===== src/rtl/ipc_pkg.sv =====
// Functional notes
// - With tri-state enable clear (reset), the interrupt pin is always driven.
// - With tri-state enable set, the interrupt pin is driven only while active.
// - Polarity invert clear (reset) gives active-high, set gives active-low.
// - Drive select sets all non-I2C outputs: 0 low drive, 1 high drive.
// - The I2C clock and data outputs always keep high drive.
// - Pin loopback routes tx line 0 into rx line 0 and tx line 1 into rx 1.
// - Pin loopback makes replay, capture and source select ineffective.
// - Source select clear (reset) captures rx line 0, set captures rx line 1.
// - Capture stores the bits of the selected rx line into the tx buffer.
// - Capture overrides the rx line enables and rx interleave settings.
// - Replay sends captured data (or pattern if never captured) on both tx.
// - Pattern mode sends the default pattern on both tx lines, all channels.
package ipc_pkg;

    // ----------------------------------------------------------------
    // Register map
    // ----------------------------------------------------------------
    localparam logic [7:0] PIN_BEHAVIOR_CONFIG_OFS      = 8'h52;
    localparam logic [7:0] SERIAL_PORT_TEST_CONTROL_OFS = 8'h53;
    localparam logic [7:0] PIN_BEHAVIOR_CONFIG_RST      = 8'h00;
    localparam logic [7:0] SERIAL_PORT_TEST_CONTROL_RST = 8'h00;

    // Writable bit masks, everything else is reserved
    localparam logic [7:0] PIN_BEHAVIOR_CONFIG_MASK      = 8'h31;
    localparam logic [7:0] SERIAL_PORT_TEST_CONTROL_MASK = 8'h1F;

    // ----------------------------------------------------------------
    // Field positions
    // ----------------------------------------------------------------
    localparam int IRQ_TRISTATE_ENABLE_BIT = 5;
    localparam int IRQ_POLARITY_INVERT_BIT = 4;
    localparam int OUTPUT_DRIVE_SELECT_BIT = 0;

    localparam int PIN_LOOPBACK_ENABLE_BIT  = 4;
    localparam int LOOP_SOURCE_SELECT_BIT   = 3;
    localparam int CAPTURE_TO_TX_BUFFER_BIT = 2;
    localparam int REPLAY_TO_TX_ENABLE_BIT  = 1;
    localparam int PATTERN_TO_TX_ENABLE_BIT = 0;

    // ----------------------------------------------------------------
    // Test pattern and buffer sizing
    // ----------------------------------------------------------------
    localparam int          PATTERN_WIDTH   = 32;
    localparam logic [31:0] DEFAULT_PATTERN = 32'hA5A5_0F0F;
    localparam int          FRAME_BITS      = 512;
    localparam int          SYNC_STAGES     = 3;

endpackage


===== src/rtl/ipc_frame_buf.sv =====
`timescale 1ns/1ps
// ----------------------------------------------------------------
// Transmit frame buffer used by capture and replay test modes
// ----------------------------------------------------------------
module ipc_frame_buf
    import ipc_pkg::*;
#(
    parameter int          DEPTH   = FRAME_BITS,
    parameter logic [31:0] PATTERN = DEFAULT_PATTERN
) (
    input  wire logic       i_clk,
    input  wire logic       i_nrst,
    input  wire logic       i_bit_en,
    input  wire logic       i_frame_start,
    input  wire logic       i_wr_en,
    input  wire logic       i_wr_bit,
    input  wire logic [4:0] i_slot_bit,
    output logic            o_rd_bit
);

    localparam int AW = $clog2(DEPTH);

    logic [AW-1:0] idx_reg;
    logic          captured_reg;
    logic          mem [DEPTH];
    logic [4:0]    pat_idx;
    logic          rd_src;
    logic [AW-1:0] addr;

    // Frame start always lands on slot zero, for write and read alike
    assign addr    = i_frame_start ? '0 : idx_reg;
    // Pattern is sent MSB first within each channel slot
    assign pat_idx = 5'(PATTERN_WIDTH - 1) - i_slot_bit;
    // Never-captured buffer falls back to the pattern
    assign rd_src  = captured_reg ? mem[addr] : PATTERN[pat_idx];
    // Unregistered here; the tx pins add the only flip-flop stage
    assign o_rd_bit = rd_src;

    // ----------------------------------------------------------------
    // Bit index within the frame
    // ----------------------------------------------------------------
    always_ff @(posedge i_clk or negedge i_nrst) begin
        if (!i_nrst) begin
            idx_reg      <= '0;
            captured_reg <= 1'b0;
        end else if (i_bit_en) begin
            if (i_frame_start) begin
                // Slot zero is used by this strobe, next bit goes to one
                idx_reg <= AW'(1);
            end else if (idx_reg != AW'(DEPTH - 1)) begin
                idx_reg <= idx_reg + 1'b1;
            end
            if (i_wr_en) begin
                captured_reg <= 1'b1;
            end
        end
    end

    // Storage has no reset; the captured flag guards stale content
    always_ff @(posedge i_clk) begin
        if (i_bit_en && i_wr_en) begin
            mem[addr] <= i_wr_bit;
        end
    end

endmodule // ipc_frame_buf


===== src/rtl/ipc_pin_test_ctrl.sv =====
`timescale 1ns/1ps
// ----------------------------------------------------------------
// Pin behaviour config and serial port test control
// ----------------------------------------------------------------
module ipc_pin_test_ctrl
    import ipc_pkg::*;
#(
    parameter int          DEPTH   = FRAME_BITS,
    parameter logic [31:0] PATTERN = DEFAULT_PATTERN
) (
    input  wire logic       i_clk,
    input  wire logic       i_nrst,
    // Register access port
    input  wire logic [7:0] i_reg_addr,
    input  wire logic       i_reg_wr,
    input  wire logic       i_reg_rd,
    input  wire logic [7:0] i_reg_wdata,
    output logic [7:0]      o_reg_rdata,
    output logic            o_reg_hit,
    // Interrupt pin
    input  wire logic       i_irq_active,
    output logic            o_irq_pin,
    output logic            o_irq_pin_oe,
    // Pad drive strength
    output logic            o_drive_high,
    output logic            o_i2c_drive_high,
    // Serial framing strobes
    input  wire logic       i_bit_en,
    input  wire logic       i_frame_start,
    input  wire logic [4:0] i_slot_bit,
    // Serial port configuration
    input  wire logic       i_rx_line0_enable,
    input  wire logic       i_rx_line1_enable,
    input  wire logic       i_rx_pin_interleave,
    input  wire logic       i_tx_line0_enable,
    input  wire logic       i_tx_line1_enable,
    input  wire logic       i_tx_pin_interleave,
    output logic            o_rx_line0_enable,
    output logic            o_rx_line1_enable,
    output logic            o_rx_pin_interleave,
    output logic            o_tx_line0_enable,
    output logic            o_tx_line1_enable,
    output logic            o_tx_pin_interleave,
    // Serial data
    input  wire logic       i_tx_data0,
    input  wire logic       i_tx_data1,
    input  wire logic       i_serial_rx_line0,
    input  wire logic       i_serial_rx_line1,
    output logic            o_serial_tx_line0,
    output logic            o_serial_tx_line1,
    output logic            o_rx_data0,
    output logic            o_rx_data1
);

    // ----------------------------------------------------------------
    // Registers
    // ----------------------------------------------------------------
    logic [7:0] pin_behavior_config_reg;
    logic [7:0] serial_port_test_control_reg;
    logic [7:0] rdata_next;
    logic       hit_cfg;
    logic       hit_test;

    assign hit_cfg  = (i_reg_addr == PIN_BEHAVIOR_CONFIG_OFS);
    assign hit_test = (i_reg_addr == SERIAL_PORT_TEST_CONTROL_OFS);

    // Unmapped reads return zero; reserved bits never stored
    assign rdata_next = hit_cfg  ? pin_behavior_config_reg :
                        hit_test ? serial_port_test_control_reg :
                                   8'h00;

    // Write path keeps only defined bits
    always_ff @(posedge i_clk or negedge i_nrst) begin
        if (!i_nrst) begin
            pin_behavior_config_reg      <= PIN_BEHAVIOR_CONFIG_RST;
            serial_port_test_control_reg <= SERIAL_PORT_TEST_CONTROL_RST;
        end else if (i_reg_wr) begin
            if (hit_cfg) begin
                pin_behavior_config_reg <=
                    i_reg_wdata & PIN_BEHAVIOR_CONFIG_MASK;
            end
            if (hit_test) begin
                serial_port_test_control_reg <=
                    i_reg_wdata & SERIAL_PORT_TEST_CONTROL_MASK;
            end
        end
    end

    // Read data captured on the read strobe
    always_ff @(posedge i_clk or negedge i_nrst) begin
        if (!i_nrst) begin
            o_reg_rdata <= 8'h00;
            o_reg_hit   <= 1'b0;
        end else if (i_reg_rd) begin
            o_reg_rdata <= rdata_next;
            o_reg_hit   <= hit_cfg | hit_test;
        end
    end

    // ----------------------------------------------------------------
    // Field decode
    // ----------------------------------------------------------------
    logic irq_tristate_enable;
    logic irq_polarity_invert;
    logic output_drive_select;
    logic pin_loopback_enable;
    logic loop_source_select;
    logic capture_to_tx_buffer;
    logic replay_to_tx_enable;
    logic pattern_to_tx_enable;

    assign irq_tristate_enable =
        pin_behavior_config_reg[IRQ_TRISTATE_ENABLE_BIT];
    assign irq_polarity_invert =
        pin_behavior_config_reg[IRQ_POLARITY_INVERT_BIT];
    assign output_drive_select =
        pin_behavior_config_reg[OUTPUT_DRIVE_SELECT_BIT];
    assign pin_loopback_enable =
        serial_port_test_control_reg[PIN_LOOPBACK_ENABLE_BIT];
    assign pattern_to_tx_enable =
        serial_port_test_control_reg[PATTERN_TO_TX_ENABLE_BIT];

    // Loopback masks the buffer-related test bits
    assign loop_source_select = !pin_loopback_enable &&
        serial_port_test_control_reg[LOOP_SOURCE_SELECT_BIT];
    assign capture_to_tx_buffer = !pin_loopback_enable &&
        serial_port_test_control_reg[CAPTURE_TO_TX_BUFFER_BIT];
    assign replay_to_tx_enable = !pin_loopback_enable &&
        serial_port_test_control_reg[REPLAY_TO_TX_ENABLE_BIT];

    // ----------------------------------------------------------------
    // Interrupt pin and pad drive
    // ----------------------------------------------------------------
    // Combinational so the pin tracks the interrupt with no added lag
    assign o_irq_pin    = i_irq_active ^ irq_polarity_invert;
    assign o_irq_pin_oe = !irq_tristate_enable
                          || i_irq_active;
    assign o_drive_high     = output_drive_select;
    assign o_i2c_drive_high = 1'b1;

    // ----------------------------------------------------------------
    // Receive pin synchronisers
    // ----------------------------------------------------------------
    logic [SYNC_STAGES-1:0] rx0_sync_reg;
    logic [SYNC_STAGES-1:0] rx1_sync_reg;
    logic                   rx0_reg;
    logic                   rx1_reg;

    // Three stages; a level is accepted once stages two and three agree
    always_ff @(posedge i_clk or negedge i_nrst) begin
        if (!i_nrst) begin
            rx0_sync_reg <= '0;
            rx1_sync_reg <= '0;
            rx0_reg      <= 1'b0;
            rx1_reg      <= 1'b0;
        end else begin
            rx0_sync_reg <= {rx0_sync_reg[SYNC_STAGES-2:0], i_serial_rx_line0};
            rx1_sync_reg <= {rx1_sync_reg[SYNC_STAGES-2:0], i_serial_rx_line1};
            if (rx0_sync_reg[1] == rx0_sync_reg[2]) begin
                rx0_reg <= rx0_sync_reg[2];
            end
            if (rx1_sync_reg[1] == rx1_sync_reg[2]) begin
                rx1_reg <= rx1_sync_reg[2];
            end
        end
    end

    // ----------------------------------------------------------------
    // Capture and replay buffer
    // ----------------------------------------------------------------
    logic capture_bit;
    logic buf_bit;

    assign capture_bit = loop_source_select ? rx1_reg : rx0_reg;

    ipc_frame_buf #(
        .DEPTH   (DEPTH),
        .PATTERN (PATTERN)
    ) u_frame_buf (
        .i_clk         (i_clk),
        .i_nrst        (i_nrst),
        .i_bit_en      (i_bit_en),
        .i_frame_start (i_frame_start),
        .i_wr_en       (capture_to_tx_buffer),
        .i_wr_bit      (capture_bit),
        .i_slot_bit    (i_slot_bit),
        .o_rd_bit      (buf_bit)
    );

    // ----------------------------------------------------------------
    // Transmit selection
    // ----------------------------------------------------------------
    logic [4:0] pat_idx;
    logic       pat_bit;
    logic       tx0_next;
    logic       tx1_next;
    logic       tx_forced;

    assign pat_idx   = 5'(PATTERN_WIDTH - 1) - i_slot_bit;
    assign pat_bit   = PATTERN[pat_idx];
    assign tx_forced = replay_to_tx_enable || pattern_to_tx_enable;

    // Replay outranks the plain pattern
    assign tx0_next = replay_to_tx_enable  ? buf_bit :
                      pattern_to_tx_enable ? pat_bit :
                                             i_tx_data0;
    assign tx1_next = replay_to_tx_enable  ? buf_bit :
                      pattern_to_tx_enable ? pat_bit :
                                             i_tx_data1;

    // Tx pins change only on the bit strobe
    always_ff @(posedge i_clk or negedge i_nrst) begin
        if (!i_nrst) begin
            o_serial_tx_line0 <= 1'b0;
            o_serial_tx_line1 <= 1'b0;
        end else if (i_bit_en) begin
            o_serial_tx_line0 <= tx0_next;
            o_serial_tx_line1 <= tx1_next;
        end
    end

    // Replay and pattern modes force both lines on, no interleave
    assign o_tx_line0_enable   = tx_forced || i_tx_line0_enable;
    assign o_tx_line1_enable   = tx_forced || i_tx_line1_enable;
    assign o_tx_pin_interleave = !tx_forced && i_tx_pin_interleave;

    // Capture owns the receivers; normal settings are set aside
    assign o_rx_line0_enable   = !capture_to_tx_buffer
                                 && i_rx_line0_enable;
    assign o_rx_line1_enable   = !capture_to_tx_buffer
                                 && i_rx_line1_enable;
    assign o_rx_pin_interleave = !capture_to_tx_buffer
                                 && i_rx_pin_interleave;

    // ----------------------------------------------------------------
    // Receive data to the serial port, with pin loopback
    // ----------------------------------------------------------------
    assign o_rx_data0 = pin_loopback_enable ? o_serial_tx_line0
                                            : rx0_reg;
    assign o_rx_data1 = pin_loopback_enable ? o_serial_tx_line1
                                            : rx1_reg;

endmodule // ipc_pin_test_ctrl


===== config.mk =====
export PLATFORM = sky130hd
export DESIGN_NAME = ipc_pin_test_ctrl
export DESIGN_NICKNAME = d
export VERILOG_FILES = /design/src/rtl/ipc_pkg.sv /design/src/rtl/ipc_frame_buf.sv /design/src/rtl/ipc_pin_test_ctrl.sv
export SDC_FILE = /design/constraint.sdc
export NUM_CORES = 1
export LEC_CHECK = 0
export BUFFER_PORTS_ARGS = -buffer_cell sky130_fd_sc_hd__buf_4
export CAP_MARGIN = 30
export CORE_MARGIN = 4
export CORE_UTILIZATION = 35
export DETAILED_ROUTE_END_ITERATION = 10
export SETUP_SLACK_MARGIN = 0.02
export SLEW_MARGIN = 20
export SYNTH_ARGS = -nofsm -noshare
export SYNTH_HDL_FRONTEND = slang
export SYNTH_SLANG_ARGS = --single-unit

===== constraint.sdc =====
create_clock -name i_clk -period 5.35 [get_ports i_clk]
set_input_delay 1.07 -clock i_clk [delete_from_list [all_inputs] [get_ports i_clk]]
set_output_delay 1.07 -clock i_clk [all_outputs]
set_load 0.01 [all_outputs]

After elaboration in Yosys (flattened, before gate mapping)

Memories as Yosys holds them, arrays and structs flattened.
Cells that the tools add are included.
W data, S select, Z words.

Output and inout port bits: 23
Input port bits: 38
Memories: 2
Memory bits (read-only): 32
Register bits: 37
RAM bits: 512
Logic and storage cells: 61

Bitwise logic cells: 2
Muxes and demuxes: 16
Eq/ne operators: 5
Reductions and logical operators: 21
$add $sub $neg: 2
Magnitude comparators: 1

Memories:

| name            | words | bits a word | rd ports | clocked after memory_dff | wr ports | RTL line                 | text |
|---|---|---|---|---|---|---|---|
| u_frame_buf.mem | 512   | 1           | 1        | 0                        | 1        | ipc_frame_buf.sv:25      | `logic mem [DEPTH];` |
| (no name shown) | 32    | 1           | 1        | 0                        | 0        | ipc_pin_test_ctrl.sv:200 | `assign pat_bit = PATTERN[pat_idx];` |

Operators by type and width:

| operator              | number |
|---|---|
| $mux W9               | 3 |
| $eq A8 B7 Y1 const B  | 2 |
| $mux W1               | 11 |
| $add A9 B1 Y9 const B | 1 |
| $ne A9 B9 Y1 const B  | 1 |
| $logic_and A1 B1 Y1   | 8 |
| $reduce_and A2 Y1     | 4 |
| $lt A5 B6 Y1 const B  | 1 |
| $mux W6               | 1 |
| $mux W5               | 1 |
| $sub A5 B5 Y5 const A | 1 |
| $logic_not A1 Y1      | 4 |
| $logic_or A1 B1 Y1    | 4 |
| $eq A1 B1 Y1          | 2 |
| $reduce_bool A2 Y1    | 1 |
| $or A1 B1 Y1          | 1 |
| $xor A1 B1 Y1         | 1 |

Longest topological paths before layout

Gate-level depths: netlist (run 1).

Depth after elaboration: 5
Gate-level depth with buffers: 13
Depth with buffers taken out: 9

Modules after synthesis

A second synthesis (run 1) with hierarchy kept.

Cells, all modules: 1947
Area, all modules: 23921.7 um^2

Modules (own cells, without submodules):

| module            | cells an instance | sequential area each (um^2) | area an instance (um^2) | times used |
|---|---|---|---|---|
| ipc_frame_buf     | 1854              | 15625.0                     | 22744.3                 | 1 |
| ipc_pin_test_ctrl | 93                | 625.6                       | 1177.4                  | 1 |

Least setup slack after synthesis (run 1)

No wires, ideal clock.

Path kind: register -> register
From: register serial_port_test_control_reg[4]
To: memory u_frame_buf.mem[0], data pin
Data required time: 4.439 ns
Setup time: 0.911 ns
Period minus slack after synthesis: 5.043 ns
Stages on the path, launching flop included: 3
Data arrival time: 4.132 ns
Setup slack: 0.307 ns
Path buffers: 0
Path through: dfrtp_1 > nand2b_1 > mux2_2

Word-level cells in the longest chain between the ends: 3

Ends and longest elaborated chain:

| element                | RTL line                 | text |
|---|---|---|
| from (decl)            | ipc_pin_test_ctrl.sv:59  | `logic [7:0] serial_port_test_control_reg;` |
| from (signal assigned) | ipc_pin_test_ctrl.sv:83  | `serial_port_test_control_reg <=` |
| $logic_not A1 Y1       | ipc_pin_test_ctrl.sv:124 | `assign loop_source_select = !pin_loopback_enable &&` |
| $logic_and A1 B1 Y1    | ipc_pin_test_ctrl.sv:124 |  |
| $mux W1                | ipc_pin_test_ctrl.sv:174 | `assign capture_bit = loop_source_select ? rx1_reg : rx0_reg;` |
| net capture_bit        | ipc_pin_test_ctrl.sv:171 | `logic capture_bit;` |
| to (decl)              | ipc_frame_buf.sv:25      |  |

The timed path passes the listed nets, and every way through them passes these cells.

Final worst setup path (run 1)

From: input i_frame_start
To: register o_serial_tx_line1

Word-level cells in the longest chain between the ends: 4

Ends and longest elaborated chain:

| element              | RTL line                 | text |
|---|---|---|
| from (decl)          | ipc_pin_test_ctrl.sv:29  | `input wire logic i_frame_start,` |
| $mux W9              | ipc_frame_buf.sv:31      | `assign addr = i_frame_start ? '0 : idx_reg;` |
| $mem_v2 Z512 W1      | --                       |  |
| $mux W1              | ipc_frame_buf.sv:35      | `assign rd_src = captured_reg ? mem[addr] : PATTERN[pat_idx];` |
| $mux W1              | ipc_pin_test_ctrl.sv:207 | `assign tx1_next = replay_to_tx_enable ? buf_bit :` |
| to (signal assigned) | ipc_pin_test_ctrl.sv:218 | `o_serial_tx_line1 <= tx1_next;` |
| to (decl)            | ipc_pin_test_ctrl.sv:50  | `output logic o_serial_tx_line1,` |

No other way between the ends.
A chain may end at the register's enable or synchronous reset.

==> results of run 1 <==
-- cell type report --
class / instances / area [um2] / area share (%)
Timing Repair Buffer: 120 / 1050 / 3.81
Clock buffer: 72 / 1470 / 5.34
Sequential cell: 547 / 16300 / 58.9
Tap cell: 931 / 1160 / 4.22
Clock inverter: 31 / 221 / 0.803
Inverter: 13 / 48.8 / 0.177
Antenna cell: 1 / 2.50 / 0.00907
Multi-Input combinational cell: 1268 / 7360 / 26.7
-- stage by stage --
stage | hold slack (ps) | area [um2] | power (uW)
after floorplan | 331 | 24400 | 5470
after global routing | 379 | 27600 | 9640
after global placement | 339 | 25800 | 5730
after CTS | 350 | 27500 | 9400
after detailed placement | 337 | 25800 | 5740
final | 349 | 27600 | 9330
-- worst reg2reg max path: stages (launching register included) --
cell and delay, ps:
dfrtp_4 790, buf_12 450, nor2b_1 660, buf_4 270
nand2b_1 70, a21oi_1 160, o22ai_1 130, nor4_1 430
o211ai_1 210, a32oi_1 220, a221o_1 270, a221oi_2 90
-- cell usage in the layout, fill, tap and decap left out, types with 11 or more instances in the layout --
master / n
inv_1: 11
clkbuf_1: 15
nand3_1: 14
o22ai_1: 43
clkinv_2: 12
clkbuf_16: 56
dfrtp_1: 33
o221ai_1: 16
edfxtp_1: 512
buf_4: 106
mux2_2: 23
mux2i_1: 134
o21ai_0: 45
a22oi_1: 50
nand2_1: 87
a21oi_1: 42
a221oi_1: 19
nor2_1: 570
clkinv_1: 14
nor2b_1: 13
nor3_1: 18
nand2b_1: 19
a32oi_1: 13
-- where the power goes --
part | switching [uW] | internal (uW)
logic | 558 | 290
registers | 51.0 | 4760
clock network | 1680 | 2000
total | 2280 | 7050
-- routing by layer --
layer,track usage (%),part of all wire (%)
met1,25.7,40
met2,30.5,47
met3,3.76,9.8
met4,6.06,3.4
met5,0,0
-- how the worst max path moves through the flow --
stage,endpoint,slack (ps),cells after the start
detailed placement,o_serial_tx_line0,920,13
finish,o_serial_tx_line1,1470,13
global placement,o_serial_tx_line1,980,13
CTS,o_serial_tx_line0,1580,10
floorplan,u_frame_buf.mem[0],310,2
global route,o_serial_tx_line1,1360,11
-- kinds of logic after synthesis --
| family | share of synthesized area [%] |
|---|---|
| flip-flops | 66.7 |
| XOR/XNOR | 0.144 |
| AO/OA/AOI/OAI | 9.43 |
| adder cells (fa/ha/maj) | 0.185 |
| buffers and inverters | 3.43 |
| multiplexers | 7.17 |
| AND/OR/NAND/NOR | 12.9 |
| other | 0.0308 |
==> reports/metrics.yaml, run 1 <==
outcome:
  status: "finished clean"
synthesis:
  synth_cells: 1996
  synth_edf_count: 512
  yosysSeqAreaShare_pct: 66.7
  synthTopCellsByCount: "571 x nor2_1, 512 x edfxtp_1, 134 x mux2i_1"
  synth.area.top_cells: "edfxtp_1 63%, nor2_1 8.8%, mux2i_1 5.5%"
  synth_warnings: 0
  yosys_register_bits: 547
  syn-cell-area_um2: 24400
  syn-mean-instance-area_um2: 12.2
  synth_most_common_cell: "nor2_1"
  synth.top_cell.area_share_pct: 63.1
  synth_ff_type: "edfxtp_1"
  synth.largest_area_cell: "edfxtp_1"
  synthArstFlopShare_pct: 6.40
  synth.distinct_cells: 75
floorplanning:
  die_h_um: 272
  start_util_pct: 35.4
  die-area_um2: 73900
  core_area_um2: 68800
  ios: 61
  rows: 96
  die_w_um: 272
worst_setup_path:
  path_delay_family: "compound AO/OA/AOI/OAI gates"
  r2r_start: "u_frame_buf.idx_reg[1]"
  cpMaxStageDelayCell: "nor2b_4"
  cpMostUsedCell: "buf_4"
  path_buf_inv: 4
  required_ps: 5880
  crit_type: "primary input to flip-flop"
  rr_worst_depth: 11
  path_cells: "buf_4, buf_4, nor2b_4, buf_12, a22oi_1, o22ai_1, nor3_1, a21oi_1, a221o_1, o41ai_1, buf_4, a221o_1, a221oi_2"
  r2r_slack_ps: 1470
  cpPeakStageDelay_ps: 760
  end_kind: "flip-flop"
  rr_endpoint: "o_serial_tx_line1"
  cp-startpoint: "i_frame_start"
  cp.arrival_ps: 4410
  cp_max_fo: 27
  cp-start-kind: "primary input"
power:
  power.leakage_uw: 0.00869
  power.density_nw_per_um2: 338
  ir_drop_uv: 241
clock_tree:
  cts_buffers: 56
  cts_tree: "built"
  cts.sinks: 547
  worstSkewPairLatency_ps: 640
  holdBufCountCts: 0
  root_buffer: "clkbuf_16"
  clk_pin_slew_ps: 60
  htreeDepth: 2
  cts_resized: 0
  cts_buffer_depth: 3
  post-cts-setup-buffer-count: 0
sta:
  period_needed_ps: 3880
  tightest_slew_ps: 964
  skew_ps: 34.6
  grt_setup_unrepaired: "false"
  layout_setup_ws_ps: 1470
  finalCritPeriodShare_pct: 72.6
  relSlewSlack_pct: 35.6
  hold_viol: 0
  fin_setup_tns_ps: 0
  fmax_mhz: 258
  report.final.slew_viol_count: 0
  setup_viol: 0
hold_path:
  min_path_type: "flip-flop to flip-flop"
  whs_path_depth: 0
  hp-start: "rx0_sync_reg[0]"
  holdPathEnd: "rx0_sync_reg[1]"
finish:
  drive_gt1_share_pct: 12.2
  fillCellCount: 6534
  syn_to_final_growth_pct: 13.1
  nets: 2046
  largest_reg_flops: 512
  fin_util_pct: 40.1
  fin_cells: 2983
place:
  place.gp.congestion: 0.881
  placedCellCount: 2876
  hpwl_um: 42200
  dp_slack_ps: 919
  io_buffers: 53
routing:
  routed_via_density: 5.59
  drtAntennaViolNets: 0
  num_vias: 16700
  dr.pass1.iters: 6
  route.detailed.drc: 0
  wirelength_um: 71600
  drt_iter0_drc: 2214
  wire_per_inst_um: 24.0
grt:
  grt_pass1_wl_um: 105000
  grt_pass1_vias: 16300
  antenna_found_initial: 1
  grt_start_max_net_pins: 190
  overflow: 0
  grt_use_total_pct: 18.9
run:
  max_cap_violations: 0
(Power assumes the default switching activity.)
==> inputs of run 2 (changes only) <==
--- a/config.mk
+++ b/config.mk
@@ -5,6 +5,7 @@
 export SDC_FILE = /design/constraint.sdc
 export NUM_CORES = 1
 export LEC_CHECK = 0
+export ABC_AREA = 1
 export BUFFER_PORTS_ARGS = -buffer_cell sky130_fd_sc_hd__buf_4
 export CAP_MARGIN = 30
 export CORE_MARGIN = 4
==> constraint.sdc (replaced) <==
create_clock -name i_clk -period 3.5 [get_ports i_clk]
set_input_delay 0.7 -clock i_clk [delete_from_list [all_inputs] [get_ports i_clk]]
set_output_delay 0.7 -clock i_clk [all_outputs]
set_load 0.01 [all_outputs]
==> reports/metrics.yaml, run 2 <==
floorplanning:
  die_h_um: 274
  ios: 61
  die_w_um: 274
  rows: 97
  core_area_um2: 70300
  die-area_um2: 75300
  start_util_pct: 35.4
sta:
  fin_setup_tns_ps: 0
  tightest_slew_ps: 661
  period_needed_ps: 3030
  finalCritPeriodShare_pct: 86.4
  setup_viol: 0
  relSlewSlack_pct: 55.8
  fmax_mhz: 331
  holdWs_ps: 54.1
  hold_viol: 0
  report.final.slew_viol_count: 0
  skew_ps: 20.4
  grt_setup_unrepaired: "false"
  layout_setup_ws_ps: 475
place:
  hpwl_um: 40100
  place.gp.congestion: 0.898
  dp_slack_ps: 75.7
  io_buffers: 53
routing:
  num_vias: 18700
  drt_iter0_drc: 1729
  wire_per_inst_um: 18.7
  dr.pass1.iters: 5
  drtAntennaViolNets: 0
  routed_via_density: 4.97
  wirelength_um: 70000
  route.detailed.drc: 0
worst_setup_path:
  cp-start-kind: "flip-flop"
  path_cells: "buf_4, nor2_4, buf_12, a22oi_1, nand2_1, nand2_1, nand2_1, o21ai_0, buf_4, nand3_1, nand3_1, nand3_1, nand3_1, nand2_1, nand2_1, a21oi_1"
  cp.arrival_ps: 3520
  end_kind: "flip-flop"
  required_ps: 4000
  crit_type: "flip-flop to flip-flop"
  path_delay_family: "simple AND/OR/NAND/NOR gates"
  path_buf_inv: 3
  cpMaxStageDelayCell: "buf_4"
  cpPeakStageDelay_ps: 520
  cp_max_fo: 38
  cpMostUsedCell: "nand2_1"
grt:
  grt_pass1_vias: 17700
  grt_pass1_wl_um: 107000
  antenna_found_initial: 0
  grt_use_total_pct: 18.5
  overflow: 0
  grt_start_max_net_pins: 141
synthesis:
  syn-mean-instance-area_um2: 9.22
  synth.largest_area_cell: "edfxtp_1"
  yosys_register_bits: 547
  synth_cells: 2696
  synth_most_common_cell: "nand2_1"
  syn-cell-area_um2: 24900
  yosysSeqAreaShare_pct: 65.4
  synthArstFlopShare_pct: 6.40
  synth_warnings: 0
  synth.top_cell.area_share_pct: 61.9
  synthTopCellsByCount: "1092 x nand2_1, 611 x nor2_1, 512 x edfxtp_1"
  synth.area.top_cells: "edfxtp_1 62%, nand2_1 16%, nor2_1 9.2%"
  synth.distinct_cells: 31
  synth_edf_count: 512
  synth_ff_type: "edfxtp_1"
clock_tree:
  htreeDepth: 2
  holdBufCountCts: 0
  root_buffer: "clkbuf_16"
  worstSkewPairLatency_ps: 620
  clk_pin_slew_ps: 60
  cts_resized: 0
  cts_buffers: 59
  post-cts-setup-buffer-count: 0
  cts.sinks: 547
  cts_tree: "built"
  cts_buffer_depth: 3
finish:
  largest_reg_flops: 512
  antenna_cells: 0
  fillCellCount: 6892
  nets: 2808
  final_cell_mix: "1075 x nand2_1, 609 x nor2_1, 512 x edfxtp_1, 151 x buf_4, 103 x nand3_1"
  syn_to_final_growth_pct: 16.6
  final_common_cell: "nand2_1"
  drive_gt1_share_pct: 10.9
power:
  power.leakage_uw: 0.0107
  total_power_uw: 14600
  power.density_nw_per_um2: 502
  ir_drop_uv: 377
outcome:
  status: "finished clean"
run:
  max_cap_violations: 0
hold_path:
  min_path_type: "primary input to async pin"
==> run 2: cell count changes in the layout (fill, tap and decap cells not counted), moves of 30 or more <==
| cell | previous run | this run |
|---|---|---|
| nand2_1 | 87 | 1075 |
| mux2i_1 | 134 | 0 |
| nand3_1 | 14 | 103 |
| buf_4 | 106 | 151 |
| o22ai_1 | 43 | 0 |
| a22oi_1 | 50 | 8 |
| nor2_1 | 570 | 609 |
| o21ai_0 | 45 | 15 |
==> run 2: logic make-up after synthesis <==
group           share of synthesized area (%)
flops                                    65.4
mux                                    0.0906
xor+xnor                               0.0705
other cells                            0.0302
fa+ha+maj                               0.181
buf+inv                                  3.66
simple gates                             29.1
compound gates                           1.50
==> run 2: area by class of cell <==
type | count | area [um2] | share of cell area (%)
tap | 940 | 1180 | 4.06
inverter | 40 | 150 | 0.518
sequential | 547 | 16300 | 56.1
clock buffer | 81 | 1670 | 5.78
multi-input combinational | 1937 | 7810 | 27.0
clock inverter | 23 | 133 | 0.458
timing repair buffer | 183 | 1770 | 6.12
==> run 2: layer usage <==
metal	track usage, %	vias to the layer above	wire, um
li1	-	8871	-
met1	25.4	9041	30200
met2	30.4	629	33100
met3	2.72	115	4900
met4	5.95	0	1840
met5	0	-	0
==> run 2: where the power goes <==
group,leakage (uW),switching (uW),internal (uW)
Sequential,0.00504,27.2,7280
Combinational,0.00478,933,412
Clock,0.000895,2520,3380
==> run 2: worst paths after layout <==
| check | start | endpoint | slack [ps] | depth (start not counted) |
|---|---|---|---|---|
| min | i_nrst | pin_behavior_config_reg[5] | 50 | 1 |
| min reg2reg | rx1_sync_reg[0] | rx1_sync_reg[1] | 350 | 0 |
| max | u_frame_buf.idx_reg[0] | o_serial_tx_line1 | 470 | 16 |
| min in group i_clk | i_serial_rx_line0 | rx0_sync_reg[0] | 190 | 1 |
| max reg2reg | u_frame_buf.idx_reg[0] | o_serial_tx_line1 | 470 | 16 |
| max in group asynchronous | i_nrst | u_frame_buf.idx_reg[0] | 3050 | 1 |
==> run 2: worst register-to-register path, delay by kind of cell, from the launching register on <==
family / cells / cell delay [ps]
simple gates: 10 / 990
buf+inv: 3 / 910
compound gates: 3 / 540
flops: 1 / 450
==> run 2: per-stage QoR <==
step | util, % | instances | cell area (um2)
2_1_floorplan | - | 2697 | 24900
3_3_place_gp | 38.7 | 3647 | 27200
3_5_place_dp | 38.7 | 3647 | 27200
6_report | 41.2 | 3751 | 29000
4_1_cts | 41.2 | 3751 | 29000
5_1_grt | 41.2 | 3751 | 29000
